===== src/include/mor_regs.vh =====
// register map and field constants for the memory option register bank
`ifndef MOR_REGS_VH
`define MOR_REGS_VH
`define MOR_IDX_DISABLE 8'h10
`define MOR_IDX_RAMSEL 8'h11
`define MOR_IDX_CFG1 8'h12
`define MOR_IDX_CFG2 8'h13
`define MOR_IDX_SYSCTL 8'h92
`define MOR_ADDR_W 10
`define MOR_RST_DISABLE 8'h00
`define MOR_RST_RAMSEL 8'h00
`define MOR_RST_CFG1 8'h00
`define MOR_RST_CFG2 8'h00
`define MOR_RST_SYSCTL 8'h00
`define MOR_WMASK_DISABLE 8'h1f
`define MOR_WMASK_RAMSEL 8'h0f
`define MOR_WMASK_CFG1 8'h3f
`define MOR_WMASK_CFG2 8'h1f
`define MOR_WMASK_SYSCTL 8'h03
`define MOR_CFG1_INTLV 0
`define MOR_CFG1_PAGE 1
`define MOR_CFG1_NEXTADDR 2
`define MOR_CFG1_HITLESS 3
`define MOR_CFG1_REF_LO 4
`define MOR_CFG1_REF_HI 5
`define MOR_CFG2_EXTMODE 0
`define MOR_CFG2_FASTRST 1
`define MOR_CFG2_CASDLY_LO 2
`define MOR_CFG2_CASDLY_HI 3
`define MOR_CFG2_RASCLK 4
`define MOR_CFG2_RO_BIT 5
`define MOR_SYS_RESET 0
`define MOR_SYS_A20 1
`define MOR_RAMSEL_W 4
`define MOR_DISABLE_W 5
`endif


===== src/core/mor_option_regs.v =====
// apb register bank for the upper memory controller option registers
//
// Overview of operation
// - each mask bit disables one 128k range
// - disable mask resets to zero
// - four bits choose one of sixteen configurations
// - ram select resets to 256k configuration
// - config one enables interleave, page, next-address
// - config one bit drops one page-hit wait
// - config one holds refresh options
// - config two: mode, fastreset, cas delay, clock
// - config two bit five is read-only
// - system port gives soft reset, a20 gate
`timescale 1ns/100ps
`default_nettype none
`include "mor_regs.vh"
module mor_option_regs
(
   input wire clk_i,
   input wire resetn_i,
   input wire psel_i,
   input wire penable_i,
   input wire pwrite_i,
   input wire [`MOR_ADDR_W-1:0] paddr_i,
   input wire [31:0] pwdata_i,
   input wire [3:0] pstrb_i,
   output wire pready_o,
   output reg [31:0] prdata_o,
   output wire pslverr_o,
   input wire cfg2_status_i,
   output wire [4:0] range_disable_o,
   output wire [3:0] ram_config_o,
   output wire interleave_en_o,
   output wire page_mode_en_o,
   output wire next_address_en_o,
   output wire hit_read_wait_reduce_o,
   output wire [1:0] refresh_option_o,
   output wire extended_mode_o,
   output wire fast_reset_en_o,
   output wire [1:0] cas_delay_sel_o,
   output wire ras_timeout_clk_sel_o,
   output reg soft_reset_pulse_o,
   output wire address_line_twenty_gate_o
);
   reg [7:0] disable_mask;
   reg [7:0] ram_size_select;
   reg [7:0] config_one;
   reg [7:0] config_two;
   reg [7:0] system_control_port;
   reg ro_s1;
   reg ro_s2;
   reg ro_s3;
   reg ro_bit;
   wire wr_en;
   wire rd_en;
   wire [7:0] idx;
   wire hit;
   wire [7:0] wbyte;
   // per-register decode and write strobes
   wire sel_disable;
   wire sel_ramsel;
   wire sel_cfg1;
   wire sel_cfg2;
   wire sel_sysctl;
   wire wr_disable;
   wire wr_ramsel;
   wire wr_cfg1;
   wire wr_cfg2;
   wire wr_sysctl;
   wire reset_rise;
   wire setup_seen;
   // read mux and bus phase tracking
   reg [7:0] next_rdata;
   reg [1:0] bus_state;
   reg [1:0] next_bus_state;

   // apb phase tracker states
   localparam [1:0] ST_IDLE = 2'b00;
   localparam [1:0] ST_SETUP = 2'b01;
   localparam [1:0] ST_ACCESS = 2'b10;

   // keeps stored bits outside the write mask
   function [7:0] merge;
      input [7:0] old_v;
      input [7:0] new_v;
      input [7:0] mask;
      begin
         merge = (old_v & ~mask) | (new_v & mask);
      end
   endfunction

   // true when the word index addresses the given register
   function index_match;
      input [7:0] index_v;
      input [7:0] target_v;
      begin
         index_match = (index_v == target_v);
      end
   endfunction

   // zero-extends a register byte onto the read bus
   function [31:0] widen;
      input [7:0] byte_v;
      begin
         widen = {24'h000000, byte_v};
      end
   endfunction

   // config two as software sees it, status in the read-only slot
   function [7:0] cfg2_view;
      input [7:0] stored_v;
      input status_v;
      begin
         cfg2_view = stored_v;
         cfg2_view[`MOR_CFG2_RO_BIT] = status_v;
      end
   endfunction

   assign idx = paddr_i[`MOR_ADDR_W-1:2];
   assign sel_disable = index_match(idx, `MOR_IDX_DISABLE);
   assign sel_ramsel = index_match(idx, `MOR_IDX_RAMSEL);
   assign sel_cfg1 = index_match(idx, `MOR_IDX_CFG1);
   assign sel_cfg2 = index_match(idx, `MOR_IDX_CFG2);
   assign sel_sysctl = index_match(idx, `MOR_IDX_SYSCTL);
   assign hit = sel_disable | sel_ramsel | sel_cfg1 | sel_cfg2 | sel_sysctl;
   // zero wait: every access completes in its first cycle
   assign pready_o = 1'b1;
   assign pslverr_o = psel_i & penable_i & ~hit;
   // a write lands only in an access phase that followed its setup
   assign setup_seen = (bus_state == ST_SETUP);
   assign wr_en = psel_i & penable_i & pwrite_i & hit & pstrb_i[0] & setup_seen;
   assign wr_disable = wr_en & sel_disable;
   assign wr_ramsel = wr_en & sel_ramsel;
   assign wr_cfg1 = wr_en & sel_cfg1;
   assign wr_cfg2 = wr_en & sel_cfg2;
   assign wr_sysctl = wr_en & sel_sysctl;
   assign reset_rise = wbyte[`MOR_SYS_RESET] & ~system_control_port[`MOR_SYS_RESET];
   // read data is fetched in the setup cycle
   assign rd_en = psel_i & ~penable_i & ~pwrite_i;
   // only byte lane zero carries register data
   assign wbyte = pwdata_i[7:0];

   // read-only status bit sampled through three flops into a fourth that loads only when the last two agree
   always @(posedge clk_i or negedge resetn_i)
   begin
      if (!resetn_i)
      begin
         ro_s1 <= 1'b0;
         ro_s2 <= 1'b0;
         ro_s3 <= 1'b0;
         ro_bit <= 1'b0;
      end
      else
      begin
         ro_s1 <= cfg2_status_i;
         ro_s2 <= ro_s1;
         ro_s3 <= ro_s2;
         if (ro_s2 == ro_s3)
            ro_bit <= ro_s3;
      end
   end

   // tracks the apb phase so an access is tied to its setup
   always @*
   begin
      next_bus_state = ST_IDLE;
      case (bus_state)
         ST_IDLE,
         ST_SETUP,
         ST_ACCESS:
         begin
            if (psel_i && !penable_i)
               next_bus_state = ST_SETUP;
            else if (psel_i && penable_i)
               next_bus_state = ST_ACCESS;
            else
               next_bus_state = ST_IDLE;
         end
         default:
         begin
            next_bus_state = ST_IDLE;
         end
      endcase
   end

   always @(posedge clk_i or negedge resetn_i)
   begin
      if (!resetn_i)
      begin
         bus_state <= ST_IDLE;
      end
      else
      begin
         bus_state <= next_bus_state;
      end
   end

   // local memory disable mask
   always @(posedge clk_i or negedge resetn_i)
   begin
      if (!resetn_i)
      begin
         disable_mask <= `MOR_RST_DISABLE;
      end
      else if (wr_disable)
      begin
         disable_mask <= merge(disable_mask, wbyte, `MOR_WMASK_DISABLE);
      end
   end

   // ram size and organisation select
   always @(posedge clk_i or negedge resetn_i)
   begin
      if (!resetn_i)
      begin
         ram_size_select <= `MOR_RST_RAMSEL;
      end
      else if (wr_ramsel)
      begin
         ram_size_select <= merge(ram_size_select, wbyte, `MOR_WMASK_RAMSEL);
      end
   end

   // configuration one
   always @(posedge clk_i or negedge resetn_i)
   begin
      if (!resetn_i)
      begin
         config_one <= `MOR_RST_CFG1;
      end
      else if (wr_cfg1)
      begin
         config_one <= merge(config_one, wbyte, `MOR_WMASK_CFG1);
      end
   end

   // configuration two, read-only slot never stored
   always @(posedge clk_i or negedge resetn_i)
   begin
      if (!resetn_i)
      begin
         config_two <= `MOR_RST_CFG2;
      end
      else if (wr_cfg2)
      begin
         config_two <= merge(config_two, wbyte, `MOR_WMASK_CFG2);
      end
   end

   // system control port
   always @(posedge clk_i or negedge resetn_i)
   begin
      if (!resetn_i)
      begin
         system_control_port <= `MOR_RST_SYSCTL;
      end
      else if (wr_sysctl)
      begin
         system_control_port <= merge(system_control_port, wbyte, `MOR_WMASK_SYSCTL);
      end
   end

   // rising write of the reset bit fires one pulse
   always @(posedge clk_i or negedge resetn_i)
   begin
      if (!resetn_i)
      begin
         soft_reset_pulse_o <= 1'b0;
      end
      else
      begin
         soft_reset_pulse_o <= wr_sysctl & reset_rise;
      end
   end

   // read mux for the addressed register
   always @*
   begin
      next_rdata = 8'h00;
      case (idx)
         `MOR_IDX_DISABLE:
            next_rdata = disable_mask;
         `MOR_IDX_RAMSEL:
            next_rdata = ram_size_select;
         `MOR_IDX_CFG1:
            next_rdata = config_one;
         `MOR_IDX_CFG2:
            next_rdata = cfg2_view(config_two, ro_bit);
         `MOR_IDX_SYSCTL:
            next_rdata = system_control_port;
         default:
            next_rdata = 8'h00;
      endcase
   end

   // read data registered in the setup cycle
   always @(posedge clk_i or negedge resetn_i)
   begin
      if (!resetn_i)
      begin
         prdata_o <= widen(`MOR_RST_DISABLE);
      end
      else if (rd_en)
      begin
         prdata_o <= widen(next_rdata);
      end
   end

   // decoded fields driving the memory controller
   assign range_disable_o = disable_mask[`MOR_DISABLE_W-1:0];
   assign ram_config_o = ram_size_select[`MOR_RAMSEL_W-1:0];
   // configuration one fields
   assign interleave_en_o = config_one[`MOR_CFG1_INTLV];
   assign page_mode_en_o = config_one[`MOR_CFG1_PAGE];
   assign next_address_en_o = config_one[`MOR_CFG1_NEXTADDR];
   assign hit_read_wait_reduce_o = config_one[`MOR_CFG1_HITLESS];
   assign refresh_option_o = config_one[`MOR_CFG1_REF_HI:`MOR_CFG1_REF_LO];
   // configuration two fields
   assign extended_mode_o = config_two[`MOR_CFG2_EXTMODE];
   assign fast_reset_en_o = config_two[`MOR_CFG2_FASTRST];
   assign cas_delay_sel_o = config_two[`MOR_CFG2_CASDLY_HI:`MOR_CFG2_CASDLY_LO];
   assign ras_timeout_clk_sel_o = config_two[`MOR_CFG2_RASCLK];
   // system control port fields
   assign address_line_twenty_gate_o = system_control_port[`MOR_SYS_A20];
endmodule // mor_option_regs
`default_nettype wire


===== config.mk =====
export PLATFORM = sky130hd
export DESIGN_NAME = mor_option_regs
export DESIGN_NICKNAME = d
export VERILOG_FILES = /design/src/core/mor_option_regs.v
export VERILOG_INCLUDE_DIRS = /design/src /design/src/include
export SDC_FILE = /design/constraint.sdc
export NUM_CORES = 1
export LEC_CHECK = 0
export ABC_AREA = 1
export BUFFER_PORTS_ARGS = -buffer_cell sky130_fd_sc_hd__buf_2
export CAP_MARGIN = 20
export CORE_ASPECT_RATIO = 0.9
export CORE_MARGIN = 2
export CORE_UTILIZATION = 45
export DETAILED_ROUTE_END_ITERATION = 16
export PLACE_DENSITY = 0.8
export SLEW_MARGIN = 20
export SYNTH_ARGS = -nofsm -noshare
export SYNTH_HDL_FRONTEND = slang
export SYNTH_SLANG_ARGS = --single-unit

===== constraint.sdc =====
create_clock -name clk_i -period 2.03 [get_ports clk_i]
set_clock_uncertainty 0.15 [all_clocks]
set_input_delay 0.203 -clock clk_i [delete_from_list [all_inputs] [get_ports clk_i]]
set_output_delay 0.203 -clock clk_i [all_outputs]
set_load 0.01 [all_outputs]

==> impl_metrics.json, run 1 <==
{
  "grt.busiest_layer": "met2",
  "status": "completed",
  "worst-setup-path-type": "primary input to register",
  "setup-tns-final_ns": 0,
  "power.switching_uw": 360,
  "grt_setup_unrepaired": "false",
  "swShare_pct": 25.5,
  "rr_worst_depth": 7,
  "syn-cell-area_um2": 2040,
  "fin_util_pct": 53.6,
  "synth_top_area_cell": "dfrtp_1",
  "sequentialPowerShare_pct": 52.2,
  "drt_iter0_markers": 79,
  "post-synth-top-count-cell": "nand2_1",
  "synth-main-ff-cell": "dfrtp_1",
  "viasPerCell": 4.64,
  "pin_count": 108,
  "cts_tree": "built",
  "syn_avg_cell_area_um2": 8.40,
  "wl_per_cell_um": 12.1,
  "max-cap-violations": 0,
  "die_x_um": 75.0,
  "p_int_mw": 1.05,
  "grt_pass1_wl_mm": 7.10,
  "firstDrtPassIters": 4,
  "holdCritPathClass": "primary input to register",
  "die_area_um2": 5090,
  "synth_seq_cells": 36,
  "netlist_instances": 243,
  "grt_use_met3_pct": 5.89,
  "power.static_leakage_nw": 1.36,
  "clkSinkCount": 36,
  "drive_gt1_share_pct": 30.1,
  "hold_viol_final": 0,
  "synth_common_cells": "nand2_1 (68), dfrtp_1 (36), buf_4 (31), nand3_1 (21), inv_1 (19)",
  "gp_congestion": 0.796,
  "seq_area_frac_synth_pct": 44.1,
  "ctsResizeCount": 0,
  "ys_warn_count": 0,
  "yosys-top-cells-area": "dfrtp_1 (44%), nand2_1 (13%), buf_4 (11%)",
  "slew_headroom_pct": 47.2,
  "first_global_vias": 1565,
  "start_util_pct": 46.3,
  "tightest_slew_ns": 0.792,
  "die_h_um": 67.9,
  "placed_cells": 348,
  "worstPathArrival_ns": 1.75,
  "critPathRequiredTime_ns": 2.10,
  "path_cells": "dlygate4sd3_1 > buf_2 > nand2_1 > nor2_1 > buf_4 > and2_4 > nand2_1 > o21ai_1",
  "finalCriticalPeriod_ns": 1.68,
  "cp_slowest_cell": "dlygate4sd3_1",
  "cts.path.max_buffers": 2,
  "yosysTopAreaCellShare_pct": 44.1,
  "slowest_delay_ns": 0.51,
  "synth_edf_count": 0,
  "clkTransAtPathRegs_ns": 0.07,
  "vdd_drop_max_v": 0.000428,
  "vias": 1676,
  "clk_latency_ns": 0.29,
  "min_period_over_period_pct": 82.9,
  "diodes": 0,
  "drv_slew": 0,
  "critPathLaunchType": "primary input",
  "wirelength_mm": 4.35,
  "stdcell_count": 361,
  "end_kind": "register",
  "grt_start_max_net_pins": 37,
  "drtAntennaViolNets": 0,
  "dpl_worst_slack_ns": 0.342,
  "drc_errors": 0,
  "ys_async_sr_fraction_pct": 100,
  "p_per_area_nw_per_um2": 599,
  "fillers": 422,
  "whs_path_depth": 3,
  "antenna_found_initial": 0,
  "syn2layout_area_growth_pct": 15.6,
  "pwr-share-comb_pct": 10.0,
  "fp-row-count": 23,
  "cp_common_cell": "nand2_1",
  "htreeDepth": 2,
  "core-area_um2": 4400,
  "clockRootBuffer": "clkbuf_8",
  "power_frac_clock_pct": 37.7,
  "ys_types": 27,
  "fin_hold_ws_ns": 0.0230,
  "setup_ws_ns": 0.347,
  "grt_remaining_overflow": 0,
  "portBuffers": 51,
  "max_freq_mhz": 594,
  "grt_use_met1_pct": 24.5,
  "cts-buffers-inserted": 5,
  "setup_viol": 0,
  "nets": 350,
  "track_usage_pct": 18.4,
  "dp_hpwl_mm": 3.18,
  "cp_max_fo": 20,
  "met2_usage_pct": 28.7
}
-- path summary, 6_finish.rpt --
check	from	endpoint	slack (ns)
setup / recovery	penable_i	config_one[1]	0.35
hold / removal	psel_i	bus_state[0]	0.02
setup reg to reg	bus_state[1]	config_one[1]	0.48
hold reg to reg	ro_s1	ro_s2	0.20
max in group asynchronous	resetn_i	prdata_o[0]	0.84
min in group asynchronous	resetn_i	config_one[2]	0.38
-- repair_timing --
item                                   in CTS  in global routing
setup endpoints to repair                   0                  0
hold buffers                                5                  0
endpoints found under the hold margin      40                  0
buffers inserted                            0                  0
-- placed cells by master, fill, tap and decap left out --
| master | netlist | routed |
|---|---|---|
| buf_2 | 0 | 51 |
| and2_4 | 2 | 2 |
| nand2_4 | 2 | 2 |
| nand3_1 | 21 | 21 |
| a21oi_1 | 3 | 3 |
| nand3_2 | 3 | 3 |
| conb_1 | 2 | 25 |
| a211oi_1 | 1 | 1 |
| nor2_4 | 3 | 3 |
| clkbuf_1 | 0 | 1 |
| or2_2 | 2 | 2 |
| and2_1 | 3 | 3 |
| clkinvlp_4 | 0 | 1 |
| nor3_2 | 1 | 1 |
| o21ai_1 | 3 | 3 |
| dlygate4sd3_1 | 0 | 5 |
| nor2_8 | 1 | 1 |
| o21ai_2 | 4 | 4 |
| nor2_1 | 5 | 5 |
| nand2_1 | 68 | 68 |
| inv_2 | 4 | 4 |
| nand2_2 | 6 | 6 |
| o21ai_0 | 2 | 2 |
| nand4_1 | 15 | 15 |
| nor3_1 | 1 | 1 |
| clkbuf_8 | 0 | 6 |
| buf_4 | 31 | 3 |
| dfrtp_1 | 36 | 36 |
| inv_1 | 19 | 19 |
| maj3_1 | 1 | 1 |
| nor2_2 | 1 | 1 |
-- sequential cells by signal (all words and copies together) (netlist names), 2 cells and up --
signal and count:
bus_state 2, config_one 6, config_two 5, disable_mask 5
prdata_o 7, ram_size_select 4, system_control_port 2
-- worst max-delay path, delay by kind of cell --
kind            cells  cell delay, ns
compound gates      1            0.08
buf+inv             3            0.88
simple gates        4            0.57
-- cells by family after synthesis --
logic type,Yosys count,share of synthesized area [%]
adders and majority gates,1,0.491
and+or+nand+nor,134,33.7
buffers and inverters,57,17.3
AOI/OAI and AO/OA,13,4.05
DFF,36,44.1
other,2,0.368
-- area by class of cell --
type                            instances  area (um^2)  area share (%)
Multi-Input combinational cell        173          873            37.0
Tap cell                               62         77.6            3.29
Inverter                               23         86.3            3.66
Sequential cell                        36          901            38.2
Clock inverter                          1         7.51           0.318
Clock buffer                            7         86.3            3.66
Timing Repair Buffer                   59          328            13.9
-- power by group through the flow --
stage	Combinational (mW)	Sequential, mW	Clock [mW]
2_1_floorplan	0.107	0.755	0
4_1_cts	0.142	0.739	0.543
3_3_place_gp	0.132	0.751	0
3_5_place_dp	0.134	0.753	0
5_1_grt	0.160	0.739	0.575
6_report	0.141	0.738	0.534
-- per-stage QoR --
stage / power (mW) / area (um^2)
after global placement: 0.884 / 2220
after floorplan: 0.862 / 2130
after global routing: 1.47 / 2360
after CTS: 1.42 / 2360
after detailed placement: 0.887 / 2220
final: 1.41 / 2360
-- layer usage --
metal	vias up	wire [um]	part of all wire (%)
met5	-	0	0
met4	0	64	1.5
met3	8	256	5.9
met2	53	2040	47
met1	780	1990	46
li1	835	-	-
Note: power is estimated with default switching activity, not from simulation.
==> run 2, diff against run 1 <==
Settings changed: CORE_UTILIZATION 45 to 41, PLACE_DENSITY 0.8 to 0.77.
Clock period 2.03 ns to 1.4 ns, I/O delays scaled along.
==> run 2 against run 1 <==
Against the previous run:
- non-clock buffer count is 25 higher
- hold slack improved by 0.13 ns
- power up 42%
- die area rose by 9.2%
- design area is 10% higher
- register-to-register slack worse by 0.46 ns
- clock power increased by 31%
- sequential share of layout area shrank 3.5 points
==> impl_metrics.json, run 2 (synthesis results as in run 1) <==
{
  "end_kind": "register",
  "setup_viol": 0,
  "dp_hpwl_mm": 3.46,
  "setup-tns-final_ns": 0,
  "grt_use_met1_pct": 23.9,
  "met2_usage_pct": 29.8,
  "power.switching_uw": 516,
  "pwr-share-comb_pct": 11.7,
  "cts.path.max_buffers": 2,
  "clk_latency_ns": 0.29,
  "gp_congestion": 0.840,
  "drt_iter0_markers": 94,
  "vias": 1795,
  "setup_ws_ns": 0.0244,
  "grt_pass1_wl_mm": 8.00,
  "drc_errors": 0,
  "p_per_area_nw_per_um2": 772,
  "die_h_um": 70.9,
  "top_register": "prdata_o",
  "hold_viol_final": 0,
  "dpl_worst_slack_ns": -0.00891,
  "clkSinkCount": 36,
  "power.static_leakage_nw": 1.51,
  "portBuffers": 51,
  "min_period_over_period_pct": 98.3,
  "grt_setup_unrepaired": "true",
  "critPathRequiredTime_ns": 1.47,
  "worstPathArrival_ns": 1.45,
  "fin_total_pwr_mw": 2.01,
  "design_area_um2": 2600,
  "syn2layout_area_growth_pct": 27.3,
  "start_util_pct": 42.2,
  "pin_count": 108,
  "grt_remaining_overflow": 0,
  "antenna_found_initial": 0,
  "reg_top3": "prdata_o x7, config_one x6",
  "ff_latch_area_um2": 901,
  "core-area_um2": 4830,
  "drv_slew": 0,
  "sequentialPowerShare_pct": 53.4,
  "htreeDepth": 2,
  "track_usage_pct": 18.5,
  "diodes": 0,
  "final_cell_mix": "nand2_1 (63), buf_2 (51), dfrtp_1 (36)",
  "cts_tree": "built",
  "cp_max_fo": 8,
  "wirelength_mm": 4.72,
  "clkTransAtPathRegs_ns": 0.07,
  "layout_commonest_cell": "nand2_1",
  "die_x_um": 78.4,
  "critPathLaunchType": "register",
  "cts-buffers-inserted": 5,
  "nets": 376,
  "grt_use_met3_pct": 5.10,
  "holdCritPathClass": "primary input to register",
  "fin_hold_ws_ns": 0.155,
  "clockRootBuffer": "clkbuf_8",
  "worst-setup-path-type": "register to register",
  "finalCriticalPeriod_ns": 1.38,
  "p_int_mw": 1.49,
  "power_frac_clock_pct": 34.9,
  "wl_per_cell_um": 12.1,
  "fp-row-count": 24,
  "vdd_drop_max_v": 0.000609,
  "firstDrtPassIters": 5,
  "grt.busiest_layer": "met2",
  "swShare_pct": 25.7,
  "multi_input_area_um2": 910,
  "max_freq_mhz": 727,
  "drtAntennaViolNets": 0,
  "postPlaceCellArea_um2": 2360,
  "viasPerCell": 4.61,
  "max-cap-violations": 0,
  "first_global_vias": 1695,
  "drive_gt1_share_pct": 35.8,
  "fillers": 467,
  "status": "completed",
  "largest_reg_flops": 7,
  "die_area_um2": 5560,
  "grt_start_max_net_pins": 37
}
run 2: cell count changes in the layout (fill, tap and decap cells not counted), sizes merged:
| cell | change |
|---|---|
| buf | +19 |
| and2 | +1 |
| dlygate4sd3 | +6 |
| clkbuf | -1 |
| clkinvlp | -1 |
| clkinv | +1 |
run 2: what timing repair did:
action                                  4_1_cts  5_1_grt
cloned                                        1        0
setup buffers                                 0        0
endpoints found under the setup margin        5       18
hold buffers                                 11        0
gates resized for setup                       2       10
pin swaps                                     1        4
hold endpoints to repair                     54        0
run 2: power groups by stage:
stage	clock, mW	sequential, mW	combinational, mW
2_1_floorplan	0	1.09	0.156
6_report	0.700	1.07	0.235
5_1_grt	0.748	1.07	0.267
3_3_place_gp	0	1.09	0.205
4_1_cts	0.722	1.07	0.235
3_5_place_dp	0	1.09	0.211
run 2: path summary, 6_finish.rpt:
check / end / slack (ns) / cells after the start / from
setup / recovery: config_one[0] / 0.02 / 7 / bus_state[1]
hold / removal: prdata_o[5] / 0.15 / 5 / pwrite_i
setup reg to reg: config_one[0] / 0.02 / 7 / bus_state[1]
hold reg to reg: ro_s2 / 0.20 / 0 / ro_s1
max in group asynchronous: prdata_o[7] / 0.51 / 3 / resetn_i
min in group asynchronous: ro_s1 / 0.26 / 3 / resetn_i
run 2: area by class of cell:
| type | count | share of cell area (%) |
|---|---|---|
| clock buffers | 6 | 2.79 |
| clock inverters | 1 | 0.193 |
| inverters | 23 | 3.32 |
| multi-input cells | 174 | 35.0 |
| flip-flops and latches | 36 | 34.7 |
| well taps | 65 | 3.13 |
| repair buffers | 84 | 20.9 |
run 2: worst max-delay path: stages (launching register included):
cell     delay [ns]
dfrtp_1        0.38
inv_1          0.05
nand4_1        0.07
nor2_1         0.15
buf_6          0.16
and2_4         0.22
nand2_2        0.05
o21ai_1        0.06
run 2: layer usage:
metal / routed length [um] / vias to the layer above
li1: - / 890
met1: 2070 / 838
met2: 2270 / 59
met3: 294 / 8
met4: 91 / 0
met5: 0 / -
run 2: through the flow:
stage	utilization, %	instances
3_5_place_dp	48.9	370
6_report	53.7	389
4_1_cts	53.0	389
2_1_floorplan	-	266
5_1_grt	53.7	389
3_3_place_gp	48.9	370
==> run 3, diff against run 2 <==
Settings changed: CELL_PAD_IN_SITES_DETAIL_PLACEMENT set to 0, CELL_PAD_IN_SITES_GLOBAL_PLACEMENT set to 1, CORE_UTILIZATION 41 to 28, PLACE_DENSITY 0.77 to unset, PLACE_DENSITY_LB_ADDON set to 0.1.
==> run 3 against run 2 <==
Against the previous run:
- design area grew 7.5%
- combinational power grew 8%
- sequential power is essentially flat
- final cell count grew 9.8%
- setup slack lost 0.0094 ns
- global-route usage shrank 4.4 points
- power grew 12%
- critical endpoint is now system_control_port[0]
- via count shrank 0.45%
- non-clock buffer count grew 9
==> impl_metrics.json, run 3 (synthesis results as in run 1) <==
{
  "drc_errors": 0,
  "multi_input_area_um2": 922,
  "core-area_um2": 7040,
  "min_period_over_period_pct": 98.9,
  "rr_worst_depth": 8,
  "power_frac_clock_pct": 41.1,
  "first_global_vias": 1729,
  "die_area_um2": 7990,
  "p_int_mw": 1.69,
  "vdd_drop_max_v": 0.000381,
  "power.static_leakage_nw": 1.58,
  "drtAntennaViolNets": 0,
  "layout_commonest_cell": "nand2_1",
  "path_buf_inv": 3,
  "power.switching_uw": 554,
  "whs_path_depth": 5,
  "cts.path.max_buffers": 2,
  "start_util_pct": 29.0,
  "antenna_found_initial": 0,
  "cp_max_fo": 5,
  "r2r_slack_ns": 0.02,
  "reg_top3": "prdata_o x7, config_one x6",
  "drv_slew": 0,
  "p_per_area_nw_per_um2": 804,
  "viasPerCell": 4.19,
  "grt_start_max_net_pins": 37,
  "critPathRequiredTime_ns": 1.43,
  "holdCritPathClass": "primary input to register",
  "clkTransAtPathRegs_ns": 0.08,
  "fp-row-count": 29,
  "swShare_pct": 24.6,
  "end_kind": "register",
  "vias": 1787,
  "die_h_um": 85.0,
  "syn2layout_area_growth_pct": 36.8,
  "worst-setup-path-type": "register to register",
  "sequentialPowerShare_pct": 47.6,
  "fillers": 745,
  "slowest_delay_ns": 0.38,
  "dp_hpwl_mm": 3.88,
  "firstDrtPassIters": 4,
  "cp_slowest_cell": "dfrtp_1",
  "worstHoldEndpoint": "prdata_o[5]",
  "worstPathArrival_ns": 1.41,
  "critPathLaunchType": "register",
  "pwr-share-comb_pct": 11.2,
  "diodes": 0,
  "htreeDepth": 2,
  "nets": 385,
  "largest_reg_flops": 7,
  "gp_congestion": 0.721,
  "setup_viol": 0,
  "top_register": "prdata_o",
  "fin_hold_ws_ns": 0.139,
  "drt_iter0_markers": 59,
  "wirelength_mm": 5.11,
  "fin_total_pwr_mw": 2.25,
  "grt_setup_unrepaired": "true",
  "hold_viol_final": 0,
  "pin_count": 108,
  "worstHoldStart": "pwrite_i",
  "die_x_um": 94.0,
  "clockRootBuffer": "clkbuf_8",
  "track_usage_pct": 14.1,
  "status": "completed",
  "path_cells": "inv_1 > nand4_1 > nor2_2 > buf_6 > buf_12 > nand2_4 > nand2_1 > o21ai_1",
  "cts-buffers-inserted": 5,
  "final_cell_mix": "nand2_1 (65), buf_2 (51), dfrtp_1 (36)",
  "portBuffers": 51,
  "finalCriticalPeriod_ns": 1.38,
  "rr_startpoint": "bus_state[1]",
  "rr_endpoint": "system_control_port[0]",
  "clkSinkCount": 36,
  "dpl_worst_slack_ns": -0.0680,
  "drive_gt1_share_pct": 37.7,
  "max_freq_mhz": 722,
  "crit_family": "flip-flops",
  "ff_latch_area_um2": 901,
  "clk_latency_ns": 0.29,
  "cts_tree": "built",
  "grt_pass1_wl_mm": 8.70,
  "grt_remaining_overflow": 0,
  "max-cap-violations": 0,
  "setup_ws_ns": 0.0151,
  "wl_per_cell_um": 12.0
}
-- run 3: final cells by class --
class,instances,area share (%)
multi-input combinational,174,33.0
sequential,36,32.3
timing repair buffer,93,23.5
tap,93,4.17
inverter,23,3.09
clock buffer,5,2.46
clock inverter,3,1.52
-- run 3: power groups by stage --
stage	clock (mW)	sequential [mW]	combinational, mW
after global routing	1.01	1.07	0.283
after global placement	0	1.09	0.229
after CTS	0.950	1.07	0.256
after floorplan	0	1.09	0.156
after detailed placement	0	1.09	0.229
final	0.924	1.07	0.253
-- run 3: worst max path at each step --
stage | from | endpoint | slack [ns] | depth (start not counted)
finish | bus_state[1] | system_control_port[0] | 0.02 | 8
global route | bus_state[1] | ram_size_select[2] | -0.09 | 7
CTS | bus_state[1] | ram_size_select[3] | -0.003 | 7
detailed placement | paddr_i[2] | ram_size_select[3] | -0.07 | 9
global placement | paddr_i[2] | ram_size_select[3] | -0.07 | 9
floorplan | bus_state[1] | config_two[0] | 0.12 | 7
-- run 3: what timing repair did --
action / 4_1_cts / 5_1_grt
gates cloned: 2 / 0
gates resized for setup: 5 / 8
endpoints found under the hold margin: 50 / 0
setup buffers: 1 / 0
pin swaps: 3 / 2
hold buffers: 11 / 0
endpoints found under the setup margin: 11 / 23
-- run 3: tightest hold or removal path, stage by stage --
cell and delay [ns]:
buf_2 0.10, nor3_2 0.04, buf_4 0.15, nand2_1 0.06, nand2_1 0.04
-- run 3: per-layer routing --
metal  GRT usage [%]  part of all wire [%]  up-vias
met2            21.9                    46       52
met4            3.56                  0.90        0
met5               0                     0        -
met1            20.0                    48      820
met3            3.02                   4.3        5
li1                -                     -      910
-- run 3: metrics by stage --
stage / TNS [ns] / area (um^2) / util (%) / cells
after detailed placement: -0.558 / 2500 / 35.5 / 405
after floorplan: 0 / 2130 / - / 266
after global routing: -1.24 / 2790 / 39.7 / 427
after CTS: -0.00442 / 2760 / 39.2 / 427
final: 0 / 2790 / 39.7 / 427
after global placement: -0.648 / 2500 / 35.5 / 405
